[src/core/timer_ctrl_pkg.sv]
// Shared constants and types for the channel 2 timer control block
package timer_ctrl_pkg;

    // Bus geometry
    localparam int unsigned DATA_W = 32;
    localparam int unsigned ADDR_W = 8;
    localparam int unsigned STRB_W = DATA_W / 8;
    localparam int unsigned COUNT_W = 16;

    // Register byte offsets
    localparam logic [ADDR_W-1:0] CTRL_OFFSET = 8'h00;
    localparam logic [ADDR_W-1:0] STATUS_OFFSET = 8'h04;
    localparam logic [ADDR_W-1:0] GEN_A_OFFSET = 8'h08;
    localparam logic [ADDR_W-1:0] GEN_B_OFFSET = 8'h0c;
    localparam logic [ADDR_W-1:0] COUNT_OFFSET = 8'h10;

    // Bus responses
    localparam logic [1:0] RESP_OKAY = 2'b00;
    localparam logic [1:0] RESP_SLVERR = 2'b10;

    // Counter clear source, two bits: hi then lo
    typedef enum logic [1:0] {
        CLEAR_NONE = 2'b00,
        CLEAR_BY_A = 2'b01,
        CLEAR_BY_B = 2'b10,
        CLEAR_SYNC = 2'b11
    } clear_select_type;

    // Control register layout, bit 0 is syncEnable
    typedef struct packed {
        logic run;
        clear_select_type clearSelect;
        logic pinBLevel;
        logic phaseMode;
        logic syncEnable;
    } ctrl_type;

    // Status flags, bit 0 is matchA
    typedef struct packed {
        logic overflow;
        logic matchB;
        logic matchA;
    } flags_type;

    // Field widths and reset values
    localparam int unsigned CTRL_W = $bits(ctrl_type);
    localparam int unsigned FLAGS_W = $bits(flags_type);
    localparam ctrl_type CTRL_RESET = 6'h00;
    localparam flags_type FLAGS_RESET = 3'h0;
    localparam logic [COUNT_W-1:0] GENERAL_REG_RESET = 16'hffff;
    localparam logic [COUNT_W-1:0] COUNT_RESET = 16'h0000;
    localparam logic [COUNT_W-1:0] COUNT_MAX = 16'hffff;

endpackage : timer_ctrl_pkg

[src/core/timer_ch2_control.sv]
// Channel 2 timer control: counter, clear select, flags and AXI4-Lite registers
// How it works
// - Sync bit off: channel 2 runs alone
// - Mode bit selects normal or phase counting
// - Level bit drives second channel 2 pin
// - Flags set by hardware, cleared writing 0
// - Select 00 no clear, 01 clears on A
// - Select 10 clears on compare/capture B
// - Select 11 clears with synchronised channels
`timescale 1ns/1ps
`default_nettype none
module timer_ch2_control (
    input wire logic clk,
    input wire logic rst_b,
    input wire logic [timer_ctrl_pkg::ADDR_W-1:0] awaddr,
    input wire logic awvalid,
    output logic awready,
    input wire logic [timer_ctrl_pkg::DATA_W-1:0] wdata,
    input wire logic [timer_ctrl_pkg::STRB_W-1:0] wstrb,
    input wire logic wvalid,
    output logic wready,
    output logic [1:0] bresp,
    output logic bvalid,
    input wire logic bready,
    input wire logic [timer_ctrl_pkg::ADDR_W-1:0] araddr,
    input wire logic arvalid,
    output logic arready,
    output logic [timer_ctrl_pkg::DATA_W-1:0] rdata,
    output logic [1:0] rresp,
    output logic rvalid,
    input wire logic rready,
    input wire logic phaseInA,
    input wire logic phaseInB,
    input wire logic captureA,
    input wire logic captureB,
    input wire logic syncClearIn,
    input wire logic syncPresetIn,
    input wire logic [timer_ctrl_pkg::COUNT_W-1:0] syncPresetValue,
    output logic ch2PinB,
    output logic [timer_ctrl_pkg::COUNT_W-1:0] ch2CountValue,
    output logic syncClearOut
);
    import timer_ctrl_pkg::*;

    typedef struct packed {
        logic awReady;
        logic wReady;
        logic bValid;
        logic [1:0] bResp;
        logic arReady;
        logic rValid;
        logic [1:0] rResp;
        logic [DATA_W-1:0] rData;
        logic [ADDR_W-1:0] awAddr;
        logic [DATA_W-1:0] wData;
        logic [STRB_W-1:0] wStrb;
        ctrl_type ctrl;
        flags_type flags;
        logic [COUNT_W-1:0] generalRegA;
        logic [COUNT_W-1:0] generalRegB;
        logic [COUNT_W-1:0] count;
        logic pinB;
        logic syncClearOut;
    } state_type;

    state_type stateReg;
    state_type stateNext;

    logic stepUp;
    logic stepDown;
    logic clearNow;
    logic eventA;
    logic eventB;
    logic awFire;
    logic wFire;
    logic doWrite;
    logic arFire;
    logic [ADDR_W-1:0] writeAddr;
    logic [DATA_W-1:0] writeData;
    logic [STRB_W-1:0] writeStrb;
    logic ctrlWrite;
    logic statusWrite;
    logic countWrite;
    logic presetNow;
    logic countUp;
    logic countDown;

    // Merge a write into an old word, lane by lane
    function automatic logic [DATA_W-1:0] mergeBytes(
        input logic [DATA_W-1:0] oldWord,
        input logic [DATA_W-1:0] newWord,
        input logic [STRB_W-1:0] strb
    );
        logic [DATA_W-1:0] merged;
        merged = oldWord;
        for (int i = 0; i < STRB_W; i++) begin
            if (strb[i]) begin
                merged[i*8 +: 8] = newWord[i*8 +: 8];
            end
        end
        return merged;
    endfunction : mergeBytes

    // True for the five mapped offsets
    function automatic logic isMapped(input logic [ADDR_W-1:0] addr);
        return (addr == CTRL_OFFSET) || (addr == STATUS_OFFSET) ||
            (addr == GEN_A_OFFSET) || (addr == GEN_B_OFFSET) || (addr == COUNT_OFFSET);
    endfunction : isMapped

    phase_step_decoder phase_step_decoder_inst (
        .clk(clk),
        .rst_b(rst_b),
        .phaseA(phaseInA),
        .phaseB(phaseInB),
        .stepUp(stepUp),
        .stepDown(stepDown)
    );

    count_clear_select count_clear_select_inst (
        .clearSelect(stateReg.ctrl.clearSelect),
        .syncEnable(stateReg.ctrl.syncEnable),
        .eventA(eventA),
        .eventB(eventB),
        .syncClearIn(syncClearIn),
        .clearNow(clearNow)
    );

    // Bus handshakes; address and data may come in either order
    assign awFire = awvalid & stateReg.awReady;
    assign wFire = wvalid & stateReg.wReady;
    assign arFire = arvalid & stateReg.arReady;
    assign writeAddr = awFire ? awaddr : stateReg.awAddr;
    assign writeData = wFire ? wdata : stateReg.wData;
    assign writeStrb = wFire ? wstrb : stateReg.wStrb;
    assign doWrite = (awFire | ~stateReg.awReady) & (wFire | ~stateReg.wReady) &
        ~stateReg.bValid;
    assign ctrlWrite = doWrite & (writeAddr == CTRL_OFFSET);
    assign statusWrite = doWrite & (writeAddr == STATUS_OFFSET);
    assign countWrite = doWrite & (writeAddr == COUNT_OFFSET);

    // Compare match or capture events; capture pulses come from pin logic
    assign eventA = (stateReg.ctrl.run & (stateReg.count == stateReg.generalRegA)) | captureA;
    assign eventB = (stateReg.ctrl.run & (stateReg.count == stateReg.generalRegB)) | captureB;

    // Outside preset only acts on a synchronised channel
    assign presetNow = stateReg.ctrl.syncEnable & syncPresetIn;
    assign countUp = stateReg.ctrl.run & (stateReg.ctrl.phaseMode ? stepUp : 1'b1);
    assign countDown = stateReg.ctrl.run & stateReg.ctrl.phaseMode & stepDown;

    // Next state of bus, registers and counter
    always_comb begin
        stateNext = stateReg;
        stateNext.syncClearOut = 1'b0;
        if (awFire) begin
            stateNext.awAddr = awaddr;
            stateNext.awReady = 1'b0;
        end
        if (wFire) begin
            stateNext.wData = wdata;
            stateNext.wStrb = wstrb;
            stateNext.wReady = 1'b0;
        end
        if (doWrite) begin
            stateNext.bValid = 1'b1;
            stateNext.bResp = isMapped(writeAddr) ? RESP_OKAY : RESP_SLVERR;
        end
        if (stateReg.bValid & bready) begin
            stateNext.bValid = 1'b0;
            stateNext.awReady = 1'b1;
            stateNext.wReady = 1'b1;
        end
        if (ctrlWrite) begin
            stateNext.ctrl = ctrl_type'(mergeBytes(DATA_W'(stateReg.ctrl), writeData,
                writeStrb));
        end
        if (doWrite & (writeAddr == GEN_A_OFFSET)) begin
            stateNext.generalRegA = COUNT_W'(mergeBytes(DATA_W'(stateReg.generalRegA),
                writeData, writeStrb));
        end
        if (doWrite & (writeAddr == GEN_B_OFFSET)) begin
            stateNext.generalRegB = COUNT_W'(mergeBytes(DATA_W'(stateReg.generalRegB),
                writeData, writeStrb));
        end
        // Captures overwrite software writes to the same register
        if (captureA) begin
            stateNext.generalRegA = stateReg.count;
        end
        if (captureB) begin
            stateNext.generalRegB = stateReg.count;
        end
        // Zero bits clear, one bits leave alone, events win over clears
        if (statusWrite & writeStrb[0]) begin
            stateNext.flags = stateReg.flags & flags_type'(writeData[FLAGS_W-1:0]);
        end
        stateNext.flags.matchA = stateNext.flags.matchA | eventA;
        stateNext.flags.matchB = stateNext.flags.matchB | eventB;
        // Counter priority: software write, sync preset, clear, step
        if (countWrite) begin
            stateNext.count = COUNT_W'(mergeBytes(DATA_W'(stateReg.count), writeData,
                writeStrb));
        end else if (presetNow) begin
            stateNext.count = syncPresetValue;
        end else if (clearNow) begin
            stateNext.count = COUNT_RESET;
        end else if (countUp) begin
            stateNext.count = stateReg.count + 16'h0001;
            if (stateReg.count == COUNT_MAX) begin
                stateNext.flags.overflow = 1'b1;
            end
        end else if (countDown) begin
            stateNext.count = stateReg.count - 16'h0001;
        end
        // Tell synchronised partners that this channel cleared itself
        if (stateReg.ctrl.syncEnable & clearNow &
            (stateReg.ctrl.clearSelect != CLEAR_SYNC)) begin
            stateNext.syncClearOut = 1'b1;
        end
        stateNext.pinB = stateNext.ctrl.pinBLevel;
        if (arFire) begin
            stateNext.arReady = 1'b0;
            stateNext.rValid = 1'b1;
            stateNext.rResp = isMapped(araddr) ? RESP_OKAY : RESP_SLVERR;
            case (araddr)
                CTRL_OFFSET: stateNext.rData = DATA_W'(stateReg.ctrl);
                STATUS_OFFSET: stateNext.rData = DATA_W'(stateReg.flags);
                GEN_A_OFFSET: stateNext.rData = DATA_W'(stateReg.generalRegA);
                GEN_B_OFFSET: stateNext.rData = DATA_W'(stateReg.generalRegB);
                COUNT_OFFSET: stateNext.rData = DATA_W'(stateReg.count);
                default: stateNext.rData = '0;
            endcase
        end
        if (stateReg.rValid & rready) begin
            stateNext.rValid = 1'b0;
            stateNext.arReady = 1'b1;
        end
    end

    // State registers; readies come up straight out of reset
    always_ff @(posedge clk) begin
        if (!rst_b) begin
            stateReg <= '0;
            stateReg.awReady <= 1'b1;
            stateReg.wReady <= 1'b1;
            stateReg.arReady <= 1'b1;
            stateReg.ctrl <= CTRL_RESET;
            stateReg.flags <= FLAGS_RESET;
            stateReg.generalRegA <= GENERAL_REG_RESET;
            stateReg.generalRegB <= GENERAL_REG_RESET;
            stateReg.count <= COUNT_RESET;
        end else begin
            stateReg <= stateNext;
        end
    end

    // Outputs all come from the state register
    assign awready = stateReg.awReady;
    assign wready = stateReg.wReady;
    assign bvalid = stateReg.bValid;
    assign bresp = stateReg.bResp;
    assign arready = stateReg.arReady;
    assign rvalid = stateReg.rValid;
    assign rresp = stateReg.rResp;
    assign rdata = stateReg.rData;
    assign ch2PinB = stateReg.pinB;
    assign ch2CountValue = stateReg.count;
    assign syncClearOut = stateReg.syncClearOut;

    // Checks on the counter, pin and flags
    indep_count_a: assert property (@(posedge clk) disable iff (!rst_b)
        (!stateReg.ctrl.syncEnable && (syncPresetIn || syncClearIn) && !countWrite &&
        stateReg.ctrl.run && !stateReg.ctrl.phaseMode &&
        stateReg.ctrl.clearSelect == CLEAR_SYNC)
        |=> (stateReg.count == $past(stateReg.count) + 16'h0001))
        else $error("unsynchronised counter followed outside preset or clear");

    phase_hold_a: assert property (@(posedge clk) disable iff (!rst_b)
        (stateReg.ctrl.phaseMode && !stepUp && !stepDown && !countWrite &&
        !presetNow && !clearNow)
        |=> $stable(stateReg.count))
        else $error("phase mode counter moved without a step");

    pin_level_a: assert property (@(posedge clk) disable iff (!rst_b)
        ##1 (ch2PinB == stateReg.ctrl.pinBLevel))
        else $error("pin b level differs from control bit");

    flag_sticky_a: assert property (@(posedge clk) disable iff (!rst_b)
        (stateReg.flags.matchA && !statusWrite)
        |=> stateReg.flags.matchA)
        else $error("match a flag dropped without a clearing write");

    flag_set_a: assert property (@(posedge clk) disable iff (!rst_b)
        eventB |=> stateReg.flags.matchB)
        else $error("match b event did not set its flag");

    clear_by_a_a: assert property (@(posedge clk) disable iff (!rst_b)
        (stateReg.ctrl.clearSelect == CLEAR_BY_A && eventA && !countWrite && !presetNow)
        |=> (stateReg.count == COUNT_RESET))
        else $error("event a did not clear the counter");

    clear_by_b_a: assert property (@(posedge clk) disable iff (!rst_b)
        (stateReg.ctrl.clearSelect == CLEAR_BY_B && eventB && !countWrite && !presetNow)
        |=> (stateReg.count == COUNT_RESET))
        else $error("event b did not clear the counter");

    sync_clear_a: assert property (@(posedge clk) disable iff (!rst_b)
        (stateReg.ctrl.clearSelect == CLEAR_SYNC && stateReg.ctrl.syncEnable &&
        syncClearIn && !countWrite && !presetNow)
        |=> (stateReg.count == COUNT_RESET))
        else $error("synchronous clear missed");

    no_clear_a: assert property (@(posedge clk) disable iff (!rst_b)
        (stateReg.ctrl.clearSelect == CLEAR_NONE && stateReg.ctrl.run &&
        !stateReg.ctrl.phaseMode && !countWrite && !presetNow)
        |=> (stateReg.count == $past(stateReg.count) + 16'h0001))
        else $error("counter cleared or stalled with clearing disabled");

endmodule : timer_ch2_control
`default_nettype wire

[src/core/phase_step_decoder.sv]
// Two-input phase decoder giving up and down count steps
`timescale 1ns/1ps
`default_nettype none
module phase_step_decoder (
    input wire logic clk,
    input wire logic rst_b,
    input wire logic phaseA,
    input wire logic phaseB,
    output logic stepUp,
    output logic stepDown
);
    typedef struct packed {
        logic primed;
        logic prevA;
        logic prevB;
    } decoder_state_type;

    decoder_state_type stateReg;
    decoder_state_type stateNext;

    // Primed flag stops a false step from inputs held high through reset
    always_comb begin
        stateNext = '{primed: 1'b1, prevA: phaseA, prevB: phaseB};
        stepUp = 1'b0;
        stepDown = 1'b0;
        if (stateReg.primed) begin
            case ({stateReg.prevA, stateReg.prevB, phaseA, phaseB})
                4'b0010, 4'b1011, 4'b1101, 4'b0100: stepUp = 1'b1;
                4'b1000, 4'b1110, 4'b0111, 4'b0001: stepDown = 1'b1;
                default: begin
                    stepUp = 1'b0;
                    stepDown = 1'b0;
                end
            endcase
        end
    end

    // Sampling registers
    always_ff @(posedge clk) begin
        if (!rst_b) begin
            stateReg <= '0;
        end else begin
            stateReg <= stateNext;
        end
    end
endmodule : phase_step_decoder
`default_nettype wire

[src/core/count_clear_select.sv]
// Chooses the counter clear source from the two select bits
`timescale 1ns/1ps
`default_nettype none
module count_clear_select (
    input wire timer_ctrl_pkg::clear_select_type clearSelect,
    input wire logic syncEnable,
    input wire logic eventA,
    input wire logic eventB,
    input wire logic syncClearIn,
    output logic clearNow
);
    import timer_ctrl_pkg::*;

    // Sync clear only counts when this channel is synchronised
    always_comb begin
        case (clearSelect)
            CLEAR_NONE: clearNow = 1'b0;
            CLEAR_BY_A: clearNow = eventA;
            CLEAR_BY_B: clearNow = eventB;
            CLEAR_SYNC: clearNow = syncEnable & syncClearIn;
            default: clearNow = 1'b0;
        endcase
    end
endmodule : count_clear_select
`default_nettype wire

[config.mk]
export PLATFORM = sky130hd
export DESIGN_NAME = timer_ch2_control
export DESIGN_NICKNAME = d
export VERILOG_FILES = /design/src/core/timer_ctrl_pkg.sv /design/src/core/timer_ch2_control.sv /design/src/core/phase_step_decoder.sv /design/src/core/count_clear_select.sv
export SDC_FILE = /design/constraint.sdc
export NUM_CORES = 1
export LEC_CHECK = 0
export ABC_AREA = 1
export BUFFER_PORTS_ARGS = -buffer_cell sky130_fd_sc_hd__buf_4
export CAP_MARGIN = 20
export CORE_ASPECT_RATIO = 1.75
export CORE_UTILIZATION = 40
export CTS_BUF_LIST = sky130_fd_sc_hd__clkbuf_8
export CTS_CLUSTER_SIZE = 20
export DETAILED_ROUTE_END_ITERATION = 7
export GPL_TIMING_DRIVEN = 0
export MAX_ROUTING_LAYER = met4
export PLACE_DENSITY_LB_ADDON = 0.12
export SETUP_SLACK_MARGIN = 0.1
export SLEW_MARGIN = 40
export SYNTH_ARGS = -nofsm -noshare
export SYNTH_HDL_FRONTEND = slang
export SYNTH_SLANG_ARGS = --single-unit
[constraint.sdc]
create_clock -name clk -period 4.63 [get_ports clk]
set_clock_uncertainty 0.15 [all_clocks]
set_input_delay 0.463 -clock clk [delete_from_list [all_inputs] [get_ports clk]]
set_output_delay 0.463 -clock clk [all_outputs]
set_load 0.02 [all_outputs]
; Yosys cells after proc, flatten, opt, wreduce, memory -nomap -nowiden
; Index checks and enable logic that the tools add are counted.
; W data, S select, Z words.
[totals]
regBits = 128
latchBits = 0
ramBits = 0
mem_bits_ro = 0
in_bits = 81
output_inout_bits = 59
elab_cells = 151
n_memories = 0
[classes]
n_addsub = 2
mul = 0
div = 0
order_cmp = 0
eq_ne = 25
shifts = 0
mux = 33
bitwise = 33
reduce_logical = 29
[ops]
columns = cell, count
row1 = $mux W16, 10
row2 = $pmux W16 S5, 1
row3 = $eq A16 B16 Y1, 2
row4 = $eq A8 B4 Y1 const B, 4
row5 = $mux W8, 3
row6 = $and A1 B1 Y1, 22
row7 = $add A16 B1 Y16 const B, 1
row8 = $eq A16 B16 Y1 const B, 1
row9 = $eq A4 B4 Y1 const B, 4
row10 = $eq A8 B3 Y1 const B, 2
row11 = $eq A8 B5 Y1 const B, 2
row12 = $logic_not A8 Y1, 2
row13 = $sub A16 B1 Y16 const B, 1
row14 = $reduce_and A2 Y1, 7
row15 = $mux W3, 4
row16 = $reduce_bool A2 Y1, 6
row17 = $mux W1, 11
row18 = $eq A4 B3 Y1 const B, 2
row19 = $logic_or A1 B1 Y1, 8
row20 = $reduce_or A4 Y1, 2
row21 = $mux W2, 3
row22 = $ne A2 B2 Y1 const B, 3
row23 = $or A1 B1 Y1, 6
row24 = $reduce_bool A5 Y1, 1
row25 = 9 further kinds, 14

; Logic depth before layout (Yosys ltp)
; Gate-level depths: netlist of the first run.
[logic_depth]
depth_word = 12
depth_mapped = 16

; Modules after synthesis
; A second synthesis of the first run with hierarchy kept.
[hier_totals]
hier_cells = 1120
area_unflattened_um2 = 7150.6
[by_module_without_submodules]
columns = module, n_inst, cells_each, area_per_inst_um2, seq_area_each_um2
row1 = timer_ch2_control, 1, 1085, 6959.2, 2142.1
row2 = phase_step_decoder, 1, 25, 145.1, 60.1
row3 = count_clear_select, 1, 10, 46.3, 0.0

; Worst setup path before layout of the first run
; Ideal clock, no wire load.
[synth_path]
path_kind = in2reg
startpoint = input phaseInB
endpoint = register stateReg, in the netlist ch2CountValue[10]
setup_ps = 114
arrival_time_ps = 2970
t_required_ps = 4366
slack_ps = 1397
path_stages = 14
n_path_buf = 0
cell_sequence = xnor2_1 -> nand3_1 -> a21oi_1 -> inv_1 -> ha_1 -> nand2_1 -> o21ai_0 -> a21boi_0 -> o21ai_0 -> a21oi_1 -> o21ai_0 -> a21oi_1 -> a21oi_1 -> nor2_1
[synth_between]
elab_chain_cells = 10
word_cells_on_any_way = 23
[synth_lines]
columns = element, line
row1 = from (decl), timer_ch2_control.sv:33  ; input wire logic phaseInB,
row2 = "$eq A4 B2 Y1, or another cell as far along", phase_step_decoder.sv:27  ; case ({stateReg.prevA, stateReg.prevB, phaseA, phaseB})
row3 = $reduce_or A4 Y1, phase_step_decoder.sv:27
row4 = $mux W1, phase_step_decoder.sv:27
row5 = $mux W1, phase_step_decoder.sv:26  ; if (stateReg.primed) begin
row6 = $mux W1, timer_ch2_control.sv:147  ; assign countUp = stateReg.ctrl.run & (stateReg.ctrl.phaseMode ? stepUp : 1'b1);
row7 = $and A1 B1 Y1, timer_ch2_control.sv:147
row8 = $mux W16, timer_ch2_control.sv:205  ; end else if (countUp) begin
row9 = $mux W16, timer_ch2_control.sv:203  ; end else if (clearNow) begin
row10 = $mux W16, timer_ch2_control.sv:201  ; end else if (presetNow) begin
row11 = $mux W16, timer_ch2_control.sv:198  ; if (countWrite) begin
row12 = to (signal assigned), timer_ch2_control.sv:251  ; stateReg <= stateNext;
row13 = to (decl), timer_ch2_control.sv:66  ; state_type stateReg;
; Parallel ways exist; a longest one is shown, timed or not.
; A chain may end at the register's enable or synchronous reset.

; Worst setup path after layout of the first run
[layout_path]
startpoint = register phase_step_decoder_inst.stateReg[0] (netlist name)
endpoint = register stateReg, in the netlist ch2CountValue[12]
[layout_between]
elab_chain_cells = 10
word_cells_on_any_way = 23
[layout_lines]
columns = element, line
row1 = from (decl), phase_step_decoder.sv:18  ; decoder_state_type stateReg;
row2 = from (signal assigned), phase_step_decoder.sv:43  ; stateReg <= stateNext;
row3 = "$eq A4 B2 Y1, or another cell as far along", phase_step_decoder.sv:27
row4 = $reduce_or A4 Y1, phase_step_decoder.sv:27
row5 = $mux W1, phase_step_decoder.sv:27
row6 = $mux W1, phase_step_decoder.sv:26
row7 = $mux W1, timer_ch2_control.sv:147
row8 = $and A1 B1 Y1, timer_ch2_control.sv:147
row9 = $mux W16, timer_ch2_control.sv:205
row10 = $mux W16, timer_ch2_control.sv:203
row11 = $mux W16, timer_ch2_control.sv:201
row12 = $mux W16, timer_ch2_control.sv:198
; Parallel ways exist; a longest one is shown, timed or not.

==> out/metrics.yaml, run 1 <==
grt:
  grt_antenna_before_repair: 0
  first_global_vias: 6445
  grt_pass1_wl_um: 34050
  grt_use_total: 0.2667
  grt_max_degree: 19
  grt_overflow: 0
cts:
  cts_setup_buffers: 0
  tritoncts_clock_tree: "yes"
  ctsResizeCount: 0
  cts_buffer_depth: 2
  ctsHoldBuffers: 0
  worst_skew_pair.late_latency_ps: 410
  clkTransAtPathRegs_ps: 110
  tritoncts.num_buffers: 9
  cts_max_level: 3
  cts-root-buf: "clkbuf_8"
  clock-sinks: 110
sta:
  final-hold-violation-count: 0
  timing.final.crit_period_ps: 3974
  maxClockFrequency_ghz: 0.2517
  timing_max_transition_violations_final: 0
  unrepaired_setup_endpoints_after_global_routing: "no"
  setup_viol: 0
  totalNegativeSetupSlack_ps: 0
  timing_worst_slew_pin_value_ps: 841.5
  timing.final.crit_share: 0.8583
  timing.final.ws_setup_ps: 656.2
  timing.max_slew.rel_slack: 0.4353
synthesis:
  netlist_area_mm2: 0.006785
  synth.most_common_cell: "nand2_1"
  synth_top_flop_cell: "dfxtp_1"
  postSynthCellCount: 1018
  per_instance_average_area_after_synthesis_um2: 6.665
  synth_sequential_area_ratio: 0.3245
  post_synthesis_async_set_or_reset_flop_share: 0
  yosysWarningCount: 0
  yosys_register_bits: 110
  synth_top_area_cell: "dfxtp_1"
  netlist.area_leader.share: 0.3245
  synthTopCellsByCount: "223 x nand2_1, 110 x dfxtp_1, 109 x inv_1, 101 x a21oi_1, 99 x nor2_1"
  ranking_of_synthesized_cells_by_area: "dfxtp_1 32%, nand2_1 12%, a21oi_1 7.4%"
  post_synth_num_cell_types: 46
  synth_edf_count: 0
worst_setup_path:
  regToRegSetupSlack_ps: 660
  critical_path.startpoint_type: "register"
  worst_r2r_path_depth: 16
  worstReg2RegStart: "phase_step_decoder_inst.stateReg[0]"
  critical_path_peak_fanout: 16
  critical_path_required_ps: 4770
  cp-end-kind: "register"
  rr_endpoint: "ch2CountValue[12]"
  cp_data_arrival_time_ps: 4110
  worstSetupPathType: "register to register"
floorplanning:
  start_util: 0.4106
  rows: 62
  chipWidth_um: 100.5
  top_level_ports: 140
  floorplan.die_area_mm2: 0.01751
  die_height_um: 174.3
  floorplan.core_area_mm2: 0.01652
layout:
  antenna-diode-count: 0
  syn_to_final_growth_pct: 19.64
  nNetsFinal: 1247
  finalNonFillerCells: 1378
  post_route_cells_drive_above_1_share: 0.1776
power_and_ir_drop:
  power.ir.vdd_worst_mv: 0.1872
  power_density_mw_per_mm2: 271.3
  cellLeakagePower_uw: 0.004078
drt:
  postRouteWirelength_um: 22500
  post-route-drc-count: 0
  detailroute.via_count: 6936
  routedWlPerCell_um: 16.33
  route.antenna.remaining_nets: 0
  tritonroute_pass_1_iters: 5
  drt-initial-drc-count: 371
  vias_per_cell: 5.033
worst_hold_path:
  worstHoldPathCells: 1
  min_delay_worst_endpoint: "phase_step_decoder_inst.stateReg[2]"
  hp-start: "rst_b"
  timing.hold.worst.class: "input port to register"
place:
  dp_slack_ps: 333.1
  post-dp-hpwl_um: 18130
  port-buffer-count: 103
  final_weighted_congestion_in_routability_driven_placement: 0.9448
  dp_cells: 1362
run_status:
  outcome: "complete, no violations"
run:
  max_cap_violations: 0
## sequential cells by signal, summed over array words and instances (netlist names)
name / flops
syncClearOut: 1
arready: 1
phase_step_decoder_inst.stateReg: 3
rdata: 16
rresp: 1
awready: 1
bresp: 1
stateReg: 66
bvalid: 1
ch2CountValue: 16
wready: 1
rvalid: 1
ch2PinB: 1
## worst max-delay path, stage by stage (launching register included)
cell	delay, ps
dfxtp_1	340
xor2_1	180
nand3_1	90
a21oi_1	500
inv_1	490
ha_1	500
nand2_1	60
o21ai_0	290
a21boi_0	260
o21ai_0	400
nand2_1	150
nand2_1	90
a21oi_1	60
nand3_1	140
nand2_1	60
nor2_1	80
nor2_1	40
## through the flow
step	hold WS (ps)	power [µW]	area [µm²]	utilization
final	64.02	2203	8118	0.4913
after floorplan	292.6	1392	6849	-
after global placement	302.6	1557	7903	0.4783
after CTS	52.19	2201	8118	0.4913
after detailed placement	308.0	1563	7903	0.4783
after global routing	47.39	2302	8118	0.4913
## metal layers
metal / vias up / track usage / wire length [µm]
li1: 3541 / - / -
met1: 3071 / 0.2798 / 8569
met2: 252 / 0.4609 / 11440
met3: 72 / 0.02895 / 1008
met4: 0 / 0.1812 / 1488
met5: - / - / 0
## where the power goes
| group | leakage, µW | total, µW | internal, µW | switching [µW] |
|---|---|---|---|---|
| sequential | 0.000904 | 1050 | 1010 | 40.6 |
| combinational | 0.00307 | 497 | 190 | 307 |
| clock | 0.000107 | 659 | 286 | 373 |
| total | 0.00408 | 2200 | 1480 | 720 |
## final cells by class
| type | count | area (µm²) |
|---|---|---|
| Timing Repair Buffer | 103 | 773.2 |
| Clock inverter | 5 | 63.81 |
| Tap cell | 224 | 280.3 |
| Multi-Input combinational cell | 723 | 3647 |
| Clock buffer | 11 | 151.4 |
| Fill cell | 1792 | 8406 |
| Buffer | 87 | 566.8 |
| Sequential cell | 110 | 2202 |
| Inverter | 115 | 432.9 |
## worst max-delay path by stage
stage                                   startpoint                end  slack [ps]  cells past startpoint
6_report       phase_step_decoder_inst.stateReg[0]  ch2CountValue[12]         660                     16
3_3_place_gp                              phaseInB  ch2CountValue[10]         330                     15
5_1_grt        phase_step_decoder_inst.stateReg[1]  ch2CountValue[10]         250                     14
4_1_cts        phase_step_decoder_inst.stateReg[0]  ch2CountValue[10]         610                     14
2_1_floorplan                             phaseInB  ch2CountValue[10]        1400                     14
3_5_place_dp                              phaseInB  ch2CountValue[10]         330                     15
## cell usage in the layout, fill, tap and decap left out, types with 4 or more instances in the layout
cell type	count
nand2_1	223
buf_4	156
dfxtp_1	110
inv_1	109
a21oi_1	101
nor2_1	99
o21ai_0	85
o21ai_1	31
nand3_1	25
clkbuf_1	22
conb_1	18
o22ai_1	16
ha_1	16
nand4_1	14
mux2i_1	11
clkbuf_8	11
xnor2_1	10
nor3_1	10
a31oi_1	9
nand2_2	7
xor2_1	6
buf_6	5
clkinv_1	5
o21ai_2	4
buf_1	4
a211oi_1	4
## logic make-up (layout without fill, tap and decap cells)
| logic type | after synthesis | after routing | synth area share |
|---|---|---|---|
| adders and majority gates | 17 | 17 | 0.03245 |
| other | 1 | 18 | 0.0005527 |
| DFF | 110 | 110 | 0.3245 |
| AOI/OAI and AO/OA | 269 | 269 | 0.2154 |
| muxes | 11 | 11 | 0.01623 |
| buffers and inverters | 202 | 321 | 0.1473 |
| and+or+nand+nor | 392 | 392 | 0.2429 |
| xor gates and xnor gates | 16 | 16 | 0.02065 |
Power figures use the tool's default switching activity.
==> run 2, diff against run 1 <==
Settings changed: SYNTH_HIERARCHICAL set to 1.
==> run 2 against run 1 <==
Compared with the run above: first-iteration DRC count fell by 29%; area after synthesis rose by 5.4%; setup slack improved by 380 ps; hold slack got worse by 15 ps; sequential share of layout area fell by 1.2 points; die area rose by 5.3%; register-to-register slack improved by 380 ps; critical endpoint unchanged.
==> out/metrics.yaml, run 2 <==
run_status:
  outcome: "complete, no violations"  # unchanged
layout:
  final_common_cell: "nand2_1"  # unchanged
  final_core_utilization: 0.4858  # was 0.4913
  syn_to_final_growth_pct: 18.60  # was 19.64%
  regMostFlops: "stateReg"  # unchanged
  largest_reg_flops: 66  # unchanged
  layout_common_cells: "329 x nand2_1, 155 x buf_4, 131 x inv_1"  # was 223 x nand2_1, 156 x buf_4, 110 x dfxtp_1
  nNetsFinal: 1349  # was 1247
  final_cell_area_mm2: 0.008481  # was 0.008118 mm²
  antenna-diode-count: 0  # unchanged
  post_route_cells_drive_above_1_share: 0.1680  # was 0.1776
cts:
  tritoncts.num_buffers: 9  # unchanged
  ctsHoldBuffers: 0  # unchanged
  clock-sinks: 110  # unchanged
  cts-root-buf: "clkbuf_8"  # unchanged
  cts_setup_buffers: 0  # unchanged
  ctsResizeCount: 0  # unchanged
  tritoncts_clock_tree: "yes"  # unchanged
  cts_max_level: 3  # unchanged
  cts_buffer_depth: 2  # unchanged
  clkTransAtPathRegs_ps: 120  # was 110 ps
  worst_skew_pair.late_latency_ps: 390  # was 410 ps
grt:
  first_global_vias: 6820  # was 6445
  grt_pass1_wl_um: 35760  # was 34050 µm
  grt_antenna_before_repair: 0  # unchanged
  grt_max_degree: 20  # was 19
  grt_use_total: 0.2661  # was 0.2667
  grt_overflow: 0  # unchanged
worst_setup_path:
  cp_slowest_cell: "clkbuf_1"  # was a21oi_1
  worstSetupPathType: "register to register"  # unchanged
  cp-end-kind: "register"  # unchanged
  cp_num_cells: 18  # was 16
  cp_top_family: "buffers and inverters"  # was compound AO/OA/AOI/OAI gates
  critical_path.startpoint_type: "register"  # unchanged
  cp_data_arrival_time_ps: 3770  # was 4110 ps
  critical_path_buf_inv_count: 6  # was 1
  critical_path_required_ps: 4800  # was 4770 ps
  crit_top_cell: "inv_1"  # was nand2_1
  crit_path_max_cell_delay_ps: 450  # was 500 ps
  timing.critical_path.cells: "clkbuf_1 > inv_1 > o22ai_1 > nor2_1 > nand4_1 > nor2_1 > a21oi_1 > inv_1 > nand3_1 > nand3_2 > inv_1 > nand2_1 > inv_1 > clkbuf_1 > nand3_1 > nand2_1 > nand2_1 > a21oi_1"  # was xor2_1 > nand3_1 > a21oi_1 > inv_1 > ha_1 > nand2_1 > o21ai_0 > a21boi_0 > o21ai_0 > nand2_1 > nand2_1 > a21oi_1 > nand3_1 > nand2_1 > nor2_1 > nor2_1
  worst_r2r_path_depth: 18  # was 16
  critical_path_peak_fanout: 10  # was 16
run:
  max_cap_violations: 0  # unchanged
sta:
  timing_worst_slew_pin_value_ps: 833.7  # was 841.5 ps
  maxClockFrequency_ghz: 0.2780  # was 0.2517 GHz
  totalNegativeSetupSlack_ps: 0  # unchanged
  timing.final.crit_share: 0.7771  # was 0.8583
  final-hold-violation-count: 0  # unchanged
  unrepaired_setup_endpoints_after_global_routing: "no"  # unchanged
  setup_viol: 0  # unchanged
  timing.max_slew.rel_slack: 0.4383  # was 0.4353
  timing_max_transition_violations_final: 0  # unchanged
  timing.final.crit_period_ps: 3598  # was 3974 ps
  hold_slack_ps: 48.72  # was 64.02 ps
synthesis:
  yosys_register_bits: 110  # unchanged
  per_instance_average_area_after_synthesis_um2: 6.384  # was 6.665 µm²
  synth_edf_count: 0  # unchanged
  ranking_of_synthesized_cells_by_area: "dfxtp_1 31%, nand2_1 17%, nand3_1 6.9%"  # was dfxtp_1 32%, nand2_1 12%, a21oi_1 7.4%
  postSynthCellCount: 1120  # was 1018
  synth_top_area_cell: "dfxtp_1"  # unchanged
  post_synth_num_cell_types: 48  # was 46
  synth_top_flop_cell: "dfxtp_1"  # unchanged
  yosysWarningCount: 6  # was 0
  netlist_area_mm2: 0.007151  # was 0.006785 mm²
  synthTopCellsByCount: "329 x nand2_1, 130 x inv_1, 110 x dfxtp_1, 98 x nand3_1, 89 x nor2_1"  # was 223 x nand2_1, 110 x dfxtp_1, 109 x inv_1, 101 x a21oi_1, 99 x nor2_1
  synth.most_common_cell: "nand2_1"  # unchanged
  post_synthesis_async_set_or_reset_flop_share: 0  # unchanged
  netlist.area_leader.share: 0.3080  # was 0.3245
  synth_sequential_area_ratio: 0.3080  # was 0.3245
drt:
  tritonroute_pass_1_iters: 5  # unchanged
  vias_per_cell: 4.944  # was 5.033
  post-route-drc-count: 0  # unchanged
  routedWlPerCell_um: 15.35  # was 16.33 µm
  drt-initial-drc-count: 263  # was 371
  route.antenna.remaining_nets: 0  # unchanged
  detailroute.via_count: 7352  # was 6936
  postRouteWirelength_um: 22820  # was 22500 µm
floorplanning:
  die_height_um: 178.9  # was 174.3 µm
  start_util: 0.4096  # was 0.4106
  rows: 64  # was 62
  floorplan.die_area_mm2: 0.01844  # was 0.01751 mm²
  floorplan.core_area_mm2: 0.01746  # was 0.01652 mm²
  top_level_ports: 140  # unchanged
  chipWidth_um: 103.1  # was 100.5 µm
power_and_ir_drop:
  power_density_mw_per_mm2: 256.2  # was 271.3 mW/mm²
  post-layout-total-power_uw: 2173  # was 2203 µW
  power.ir.vdd_worst_mv: 0.1392  # was 0.1872 mV
  cellLeakagePower_uw: 0.004165  # was 0.004078 µW
place:
  post-dp-hpwl_um: 18520  # was 18130 µm
  port-buffer-count: 102  # was 103
  placedInstanceArea_mm2: 0.008295  # was 0.007903 mm²
  final_weighted_congestion_in_routability_driven_placement: 0.8885  # was 0.9448
worst_hold_path:
  timing.hold.worst.class: "input port to register"  # unchanged
  worstHoldPathCells: 1  # unchanged
[run 2: path summary, 6_finish.rpt]
| check | slack (ps) | from | endpoint |
|---|---|---|---|
| hold reg to reg | 320 | rdata[10] | rdata[10] |
| setup reg to reg | 1030 | ch2CountValue[0] | ch2CountValue[12] |
| setup / recovery | 1030 | ch2CountValue[0] | ch2CountValue[12] |
| hold / removal | 50 | rst_b | phase_step_decoder_inst/stateReg[2] |
[run 2: metrics by stage]
step                      instances  setup slack, ps
after CTS                      1487            930.7
after global routing           1487            637.3
after detailed placement       1471            955.0
final                          1487             1032
after floorplan                1137            984.1
after global placement         1470           -456.0
[run 2: layout make-up]
cell class                 count  area, µm²
clock buffer                  10      137.6
tap                          231      289.0
clock inverter                 6      47.55
timing repair buffer         103      780.7
sequential                   110       2202
buffer                        94      579.3
multi-input combinational    796       3930
fill                        1976       8976
inverter                     137      514.2
[run 2: power breakdown]
part	leakage, µW	switching (µW)	internal [µW]
Combinational	0.00317	340	206
Sequential	0.000906	47.1	1010
Clock	0.0000918	359	215
Total	0.00417	746	1430
[run 2: kinds of logic after synthesis]
| family | after synthesis | share of synthesized area |
|---|---|---|
| AO/OA/AOI/OAI | 177 | 0.1437 |
| multiplexers | 5 | 0.006999 |
| adder cells (fa/ha/maj) | 17 | 0.03080 |
| other | 1 | 0.0005244 |
| AND/OR/NAND/NOR | 563 | 0.3375 |
| buffers and inverters | 231 | 0.1529 |
| flip-flops | 110 | 0.3080 |
| XOR/XNOR | 16 | 0.01960 |
[run 2: metal layers]
metal	up-vias	share of wire	wire [µm]	GRT usage
met5	-	0	0	-
met4	0	0.044	1010	0.1256
met1	3306	0.38	8762	0.2742
met3	56	0.035	796	0.03041
li1	3806	-	-	-
met2	184	0.54	12260	0.4911
